===== src/fpt_pkg.sv =====
/*
 * Constants for the flash parameter table store: the byte map of the
 * signature header, the parameter header and the first four doublewords
 * of the basic parameter table, plus the small control block around them.
 * Assumes nothing of its surroundings; it is pure definitions.
 */
`default_nettype none

package fpt_pkg;

    // Register port geometry
    localparam int ADDR_W = 8;
    localparam int DATA_W = 32;

    // Byte addresses of the map
    localparam logic [7:0] TABLE_LAST_ADDR = 8'h3F;
    localparam logic [7:0] CTRL_ADDR = 8'h80;
    localparam logic [7:0] STATUS_ADDR = 8'h84;

    // Control and status field positions
    localparam int CTRL_BYTE_VIEW_BIT = 0;
    localparam int STATUS_COUNT_W = 16;
    localparam int STATUS_UNMAPPED_BIT = 16;

    // Values after reset, and the ceiling of the refusal count
    localparam logic CTRL_BYTE_VIEW_RESET = 1'b0;
    localparam logic [15:0] COUNT_RESET = 16'h0000;
    localparam logic [15:0] COUNT_MAX = 16'hFFFF;

    // Unmapped addresses and table gaps read as ones, like erased flash; unused control and status bits read as zero
    localparam logic [31:0] ALL_ONES_WORD = 32'hFFFF_FFFF;

    // Signature, lowest address first
    localparam logic [7:0] SIG_B0 = 8'h53;
    localparam logic [7:0] SIG_B1 = 8'h46;
    localparam logic [7:0] SIG_B2 = 8'h44;
    localparam logic [7:0] SIG_B3 = 8'h50;

    // Database revision and header count
    localparam logic [7:0] REV_MINOR = 8'h06;
    localparam logic [7:0] REV_MAJOR = 8'h01;
    localparam logic [7:0] HEADER_COUNT_FIELD = 8'h00;
    localparam logic [7:0] UNUSED_BYTE = 8'hFF;

    // Mandatory parameter header
    localparam logic [15:0] PARAM_ID = 16'hFF00;
    localparam logic [7:0] TABLE_LEN_DW = 8'h10;
    localparam logic [23:0] TABLE_POINTER_FIELD = 24'h00_0030;

    // Table byte 30h fields, and the 4K erase opcode in byte 31h
    localparam logic [1:0] ERASE_SIZE_CODE = 2'b01;
    localparam logic WRITE_GRAN = 1'b1;
    localparam logic VOLATILE_BP = 1'b0;
    localparam logic WREN_SELECT = 1'b0;
    localparam logic [7:0] ERASE_4K_OPCODE = 8'h20;

    // Table byte 32h fields
    localparam logic READ_112_OK = 1'b1;
    localparam logic [1:0] ADDR_BYTES_CODE = 2'b00;
    localparam logic DTR_OK = 1'b1;
    localparam logic READ_122_OK = 1'b1;
    localparam logic READ_144_OK = 1'b1;
    localparam logic READ_114_OK = 1'b1;

    // Multi-I/O read wait, mode and opcode values
    localparam logic [4:0] WAIT_144 = 5'b00100;
    localparam logic [2:0] MODE_144 = 3'b010;
    localparam logic [7:0] OPC_144 = 8'hEB;
    localparam logic [4:0] WAIT_114 = 5'b01000;
    localparam logic [2:0] MODE_114 = 3'b000;
    localparam logic [7:0] OPC_114 = 8'h6B;
    localparam logic [4:0] WAIT_112 = 5'b01000;
    localparam logic [2:0] MODE_112 = 3'b000;
    localparam logic [7:0] OPC_112 = 8'h3B;
    localparam logic [4:0] WAIT_122 = 5'b00000;
    localparam logic [2:0] MODE_122 = 3'b100;
    localparam logic [7:0] OPC_122 = 8'hBB;

    // Assembled doublewords, least significant byte at lowest address
    localparam logic [31:0] WORD_00 = {SIG_B3, SIG_B2, SIG_B1, SIG_B0};
    localparam logic [31:0] WORD_04 = {UNUSED_BYTE, HEADER_COUNT_FIELD, REV_MAJOR, REV_MINOR};
    localparam logic [31:0] WORD_08 = {TABLE_LEN_DW, REV_MAJOR, REV_MINOR, PARAM_ID[7:0]};
    localparam logic [31:0] WORD_0C = {PARAM_ID[15:8], TABLE_POINTER_FIELD};
    localparam logic [31:0] WORD_30 = {8'hFF, 1'b1, READ_114_OK, READ_144_OK, READ_122_OK,
        DTR_OK, ADDR_BYTES_CODE, READ_112_OK, ERASE_4K_OPCODE, 3'b111, WREN_SELECT,
        VOLATILE_BP, WRITE_GRAN, ERASE_SIZE_CODE};
    localparam logic [31:0] WORD_38 = {OPC_114, MODE_114, WAIT_114, OPC_144, MODE_144, WAIT_144};
    localparam logic [31:0] WORD_3C = {OPC_122, MODE_122, WAIT_122, OPC_112, MODE_112, WAIT_112};

    // Doubleword indices within the table region
    localparam logic [3:0] IDX_00 = 4'h0;
    localparam logic [3:0] IDX_04 = 4'h1;
    localparam logic [3:0] IDX_08 = 4'h2;
    localparam logic [3:0] IDX_0C = 4'h3;
    localparam logic [3:0] IDX_30 = 4'hC;
    localparam logic [3:0] IDX_34 = 4'hD;
    localparam logic [3:0] IDX_38 = 4'hE;
    localparam logic [3:0] IDX_3C = 4'hF;

endpackage

`default_nettype wire


===== src/fpt_param_table.sv =====
/*
 * Read-only parameter table of a serial flash, reached over a plain
 * register port. Byte addresses 00h..3Fh hold the signature header, the
 * parameter header and the first four doublewords of the basic table.
 * A small control and status pair sits above the table.
 * Assumes a register master on i_clk: one-cycle strobes, never both at
 * once, read data taken in the cycle after the read strobe.
 */
// Decided for this implementation: the address-and-strobe port and the address map.
`default_nettype none

module fpt_param_table #(
    parameter logic [31:0] DENSITY_WORD = 32'hFFFF_FFFF
) (
    input wire logic i_clk,
    input wire logic i_reset,
    input wire logic [7:0] i_addr,
    input wire logic [31:0] i_wdata,
    input wire logic i_wr,
    input wire logic i_rd,
    output logic [31:0] o_rdata
);

    logic byte_view_q;
    logic unmapped_q;
    logic [31:0] rdata_q;
    logic [31:0] rdata_d;
    logic [31:0] table_word;
    logic [15:0] refuse_count;
    logic in_table;
    logic hit_ctrl;
    logic hit_status;
    logic refused_wr;
    logic status_clear;

    // Address decode; the low two bits only matter in byte view
    assign in_table = (i_addr <= fpt_pkg::TABLE_LAST_ADDR);
    assign hit_ctrl = ({i_addr[7:2], 2'b00} == fpt_pkg::CTRL_ADDR);
    assign hit_status = ({i_addr[7:2], 2'b00} == fpt_pkg::STATUS_ADDR);

    // Any write that is not to the control pair is refused and counted
    assign refused_wr = i_wr && !hit_ctrl && !hit_status;
    assign status_clear = i_wr && hit_status;

    fpt_table_rom u_rom (
        .i_word_idx(i_addr[5:2]),
        .i_density_word(DENSITY_WORD),
        .o_word(table_word)
    );

    fpt_refuse_counter u_refuse (
        .i_clk(i_clk),
        .i_reset(i_reset),
        .i_hit(refused_wr),
        .i_clear(status_clear),
        .o_count(refuse_count)
    );

    // Byte view lets a host walk the database one byte per read
    always_ff @(posedge i_clk) begin
        if (i_reset) begin
            byte_view_q <= fpt_pkg::CTRL_BYTE_VIEW_RESET;
        end else if (i_wr && hit_ctrl) begin
            byte_view_q <= i_wdata[fpt_pkg::CTRL_BYTE_VIEW_BIT];
        end
    end

    // Records whether the latest read fell outside the map
    always_ff @(posedge i_clk) begin
        if (i_reset) begin
            unmapped_q <= 1'b0;
        end else if (i_rd) begin
            unmapped_q <= !in_table && !hit_ctrl && !hit_status;
        end
    end

    // Read data; doublewords are little-endian so byte n is lane n
    always_comb begin
        rdata_d = 32'h0000_0000;
        if (i_rd) begin
            if (in_table) begin
                if (byte_view_q) begin
                    rdata_d = {24'h00_0000, table_word[{i_addr[1:0], 3'b000} +: 8]};
                end else begin
                    rdata_d = table_word;
                end
            end else if (hit_ctrl) begin
                rdata_d = {31'h0000_0000, byte_view_q};
            end else if (hit_status) begin
                rdata_d = {15'h0000, unmapped_q, refuse_count};
            end else begin
                rdata_d = fpt_pkg::ALL_ONES_WORD;
            end
        end
    end

    // Read data stands only in the cycle after the strobe
    always_ff @(posedge i_clk) begin
        if (i_reset) begin
            rdata_q <= 32'h0000_0000;
        end else begin
            rdata_q <= rdata_d;
        end
    end

    assign o_rdata = rdata_q;

endmodule

`default_nettype wire


===== src/fpt_refuse_counter.sv =====
/*
 * Saturating counter of write attempts that were refused.
 * Assumes a single clock and a synchronous active-high reset.
 */
`default_nettype none

module fpt_refuse_counter (
    input wire logic i_clk,
    input wire logic i_reset,
    input wire logic i_hit,
    input wire logic i_clear,
    output logic [15:0] o_count
);

    logic [15:0] count_q;

    // A hit in the same cycle as a clear still counts, so no event is lost
    always_ff @(posedge i_clk) begin
        if (i_reset) begin
            count_q <= fpt_pkg::COUNT_RESET;
        end else if (i_clear) begin
            count_q <= i_hit ? 16'h0001 : fpt_pkg::COUNT_RESET;
        end else if (i_hit && count_q != fpt_pkg::COUNT_MAX) begin
            count_q <= count_q + 16'h0001;
        end
    end

    assign o_count = count_q;

endmodule

`default_nettype wire


===== src/fpt_table_rom.sv =====
/*
 * Fixed lookup of one doubleword of the parameter database by index.
 * Purely combinational; the caller registers the result. Assumes the
 * index already lies inside the table region.
 */
`default_nettype none

module fpt_table_rom (
    input wire logic [3:0] i_word_idx,
    input wire logic [31:0] i_density_word,
    output logic [31:0] o_word
);

    // Gaps between the header and the table read as ones
    always_comb begin
        case (i_word_idx)
            fpt_pkg::IDX_00: o_word = fpt_pkg::WORD_00;
            fpt_pkg::IDX_04: o_word = fpt_pkg::WORD_04;
            fpt_pkg::IDX_08: o_word = fpt_pkg::WORD_08;
            fpt_pkg::IDX_0C: o_word = fpt_pkg::WORD_0C;
            fpt_pkg::IDX_30: o_word = fpt_pkg::WORD_30;
            fpt_pkg::IDX_34: o_word = i_density_word;
            fpt_pkg::IDX_38: o_word = fpt_pkg::WORD_38;
            fpt_pkg::IDX_3C: o_word = fpt_pkg::WORD_3C;
            default: o_word = fpt_pkg::ALL_ONES_WORD;
        endcase
    end

endmodule

`default_nettype wire

===== config.mk =====
export PLATFORM = sky130hd
export DESIGN_NAME = fpt_param_table
export DESIGN_NICKNAME = d
export VERILOG_FILES = /design/src/fpt_pkg.sv /design/src/fpt_param_table.sv /design/src/fpt_refuse_counter.sv /design/src/fpt_table_rom.sv
export SDC_FILE = /design/constraint.sdc
export NUM_CORES = 1
export LEC_CHECK = 0
export BUFFER_PORTS_ARGS = -buffer_cell sky130_fd_sc_hd__buf_2
export CAP_MARGIN = 40
export CELL_PAD_IN_SITES_DETAIL_PLACEMENT = 1
export CELL_PAD_IN_SITES_GLOBAL_PLACEMENT = 2
export CORE_ASPECT_RATIO = 1.75
export CORE_UTILIZATION = 31
export DETAILED_ROUTE_END_ITERATION = 8
export PLACE_DENSITY_LB_ADDON = 0.05
export SLEW_MARGIN = 15
export SYNTH_ARGS = -nofsm -noshare
export SYNTH_HDL_FRONTEND = slang
export SYNTH_SLANG_ARGS = --single-unit

===== constraint.sdc =====
create_clock -name i_clk -period 4.3 [get_ports i_clk]
set_input_delay 0.86 -clock i_clk [delete_from_list [all_inputs] [get_ports i_clk]]
set_output_delay 0.86 -clock i_clk [all_outputs]
set_load 0.005 [all_outputs]

==> flow_summary.toml <==
[worst_setup_path]
startpoint_type = "primary input"
cpMaxStageDelayCell = "nor4b_2"
path_cells = "buf_2 > nor4b_2 > nand2_1 > o21ai_0 > a21oi_1"
path_max_fanout = 33
cp.arrival_ps = 2660
cp.required_ps = 4470
worstSetupEndpointType = "register"
worst_path_dominant_cell_family = "simple AND/OR/NAND/NOR gates"
path_class = "in2reg"
cp_num_buf_inv = 1
r2r_slack_ps = 2340
cpPeakStageDelay_ps = 520

[sta]
fin_crit_ps = 2490
slew_headroom_pct = 51.7
hold_viol = 0
fin_crit_sh_pct = 58.0
report.final.slew_viol_count = 0
rsz0062_at_grt = "false"
clock.fmax_mhz = 401
max_slew.worst_pin.slew_ps = 719
fin_skew_ps = 3.44
setup_violations = 0
setup-tns-final_ps = 0

[worst_hold_path]
hp-class = "reg2reg"

[finish]
final_cells = 480
multi_input_area_mm2 = 0.00156
diodes = 0
fin_nets = 409
area_delta_synth_final_pct = 14.8
final_common_cell = "dfxtp_1"
nFillCells = 1013
regArea_um2 = 921
layout_common_cells = "dfxtp_1 (46), buf_2 (44), a21oi_1 (40), nand2_1 (33), o21ai_0 (29)"
drive_gt1_share_pct = 18.4

[job]
cap_violations = 0

[synthesis]
ys_ff_latch = 46
syn_area_per_cell_um2 = 7.81
syn_nets = 388
synth_seq_area_share_pct = 34.4
synth_area_mm2 = 0.00268
syn_inst = 343
synth_enable_flop_cells = 0
ys_async_sr_fraction_pct = 0
synth_cell_types = 64
yosys_warnings = 0
synth_flop_cell = "dfxtp_1"

[power_and_ir_drop]
switchingPower_mw = 0.263
p_seq_share_pct = 43.7
power_frac_clock_pct = 42.7
p_sw_share_pct = 25.5
combPwrFrac_pct = 13.6
p_int_mw = 0.769
ir_worst_vdd_uv = 251
p_leak_nw = 1.17
pwr_density_cell_mw_per_mm2 = 336

[global_route]
grt_util_met1_pct = 24.0
use_met3_pct = 2.90
antenna_found_initial = 0
track_usage_pct = 21.5
grt_pass1_vias = 2779
top_usage_layer = "met2"
grt.overflow.total = 0
grt_pass1_wl_mm = 14.9
use_met2_pct = 39.1
grt_start_max_net_pins = 34

[clock_tree]
post_cts_buffers = 0
cts_root_buffer = "clkbuf_16"
clock_latency_ps = 290
clkSinkCount = 46
cts-resized-gates = 0
cts_tree = "done"
cts_hold_buf = 0
cts_buffer_depth = 2
clkTransAtPathRegs_ps = 60
cts_max_level = 2
cts_made_buffers = 5

[die]
ios = 76
die_h_um = 125
core_area_mm2 = 0.00831
initial_core_util_pct = 32.2
die_w_um = 72.3
rows = 44
die_area_mm2 = 0.00903

[drt]
post-route-drc-count = 0
drtIter0Drc = 137
wl_per_cell_um = 19.0
final_antenna_net_count = 0
vias = 2698
via_per_inst = 5.62
wirelength_mm = 9.12
dr.pass1.iters = 4

[placement]
portBuffers = 44
dp_cells = 472
gp_congestion = 0.832
place_hpwl_mm = 6.78

[outcome]
status = "finished clean"
sequential cells by signal, indices dropped and copies added (netlist names):
signal and flops:
byte_view_q 1, o_rdata 28, u_refuse.o_count 16, unmapped_q 1
layer usage:
| metal | part of all wire, % | vias up | wire (µm) |
|---|---|---|---|
| met2 | 55 | 51 | 4980 |
| li1 | - | 1311 | - |
| met1 | 39 | 1320 | 3590 |
| met4 | 3.3 | 0 | 302 |
| met5 | 0 | - | 0 |
| met3 | 2.7 | 16 | 243 |
logic make-up after synthesis:
family | Yosys count | synth area share, %
muxes | 4 | 1.50
xor gates and xnor gates | 1 | 0.327
buffers and inverters | 41 | 7.71
AOI/OAI and AO/OA | 123 | 29.0
and+or+nand+nor | 127 | 26.6
DFF | 46 | 34.4
adders and majority gates | 1 | 0.467
synthesized netlist by cell type, types with 3 or more instances:
cell / instances / share of area [%]
dfxtp_1: 46 / 34
a21oi_1: 40 / 7.5
nand2_1: 33 / 4.6
o21ai_0: 29 / 5.4
nor2_1: 20 / 2.8
clkbuf_1: 18 / 2.5
nand2b_1: 10 / 2.3
nand3_1: 10 / 1.9
buf_2: 8 / 1.5
nor3_1: 8 / 1.5
o31ai_1: 8 / 2.2
or4_1: 8 / 2.2
o21a_1: 7 / 2.0
inv_1: 6 / 0.84
buf_4: 5 / 1.4
mux2i_1: 4 / 1.5
nand4_1: 4 / 0.93
o32ai_1: 4 / 1.3
a211o_1: 3 / 0.98
a211oi_1: 3 / 0.84
a22oi_1: 3 / 0.84
and2_1: 3 / 0.70
buf_6: 3 / 1.3
nor4_1: 3 / 0.70
o22ai_1: 3 / 0.70
o41ai_1: 3 / 0.98
or3_1: 3 / 0.70
worst register-to-register path, delay by kind of cell, from the launching register on:
kind	cells	cell delay, ps
flip-flops	1	490
AO/OA/AOI/OAI	1	180
buffers and inverters	1	230
AND/OR/NAND/NOR	3	950
power by group through the flow:
stage               combinational (mW)  clock, mW  sequential [mW]
detailed placement               0.142          0            0.461
global placement                 0.141          0            0.460
global route                     0.156      0.466            0.453
floorplan                       0.0893          0            0.463
finish                           0.140      0.441            0.451
CTS                              0.142      0.458            0.451
cell type report:
| cell class | instances | share of cell area (%) |
|---|---|---|
| Clock buffer | 6 | 4.19 |
| Clock inverter | 2 | 1.22 |
| Inverter | 6 | 0.733 |
| Multi-Input combinational cell | 256 | 50.7 |
| Sequential cell | 46 | 30.0 |
| Tap cell | 115 | 4.68 |
| Timing Repair Buffer | 49 | 8.51 |
through the flow:
step | total power [mW] | area (µm²) | hold slack [ps] | setup WS (ps) | utilization [%]
floorplan | 0.552 | 2680 | 453 | 2100 | -
detailed placement | 0.603 | 2910 | 496 | 1530 | 35.0
CTS | 1.05 | 3070 | 505 | 1830 | 37.0
global route | 1.08 | 3070 | 525 | 1630 | 37.0
global placement | 0.601 | 2890 | 481 | 1510 | 34.8
finish | 1.03 | 3070 | 498 | 1810 | 37.0
worst paths after layout:
path                                          start                                end  cells past startpoint
setup reg to reg   u_refuse.o_count[7]$_SDFFE_PP0P_   u_refuse.o_count[1]$_SDFFE_PP0P_                      5
hold reg to reg   u_refuse.o_count[15]$_SDFFE_PP0P_  u_refuse.o_count[15]$_SDFFE_PP0P_                      2
hold / removal    u_refuse.o_count[15]$_SDFFE_PP0P_  u_refuse.o_count[15]$_SDFFE_PP0P_                      2
setup / recovery                          i_addr[2]             o_rdata[14]$_SDFF_PP0_                      5
Note: power is estimated with default switching activity, not from simulation.
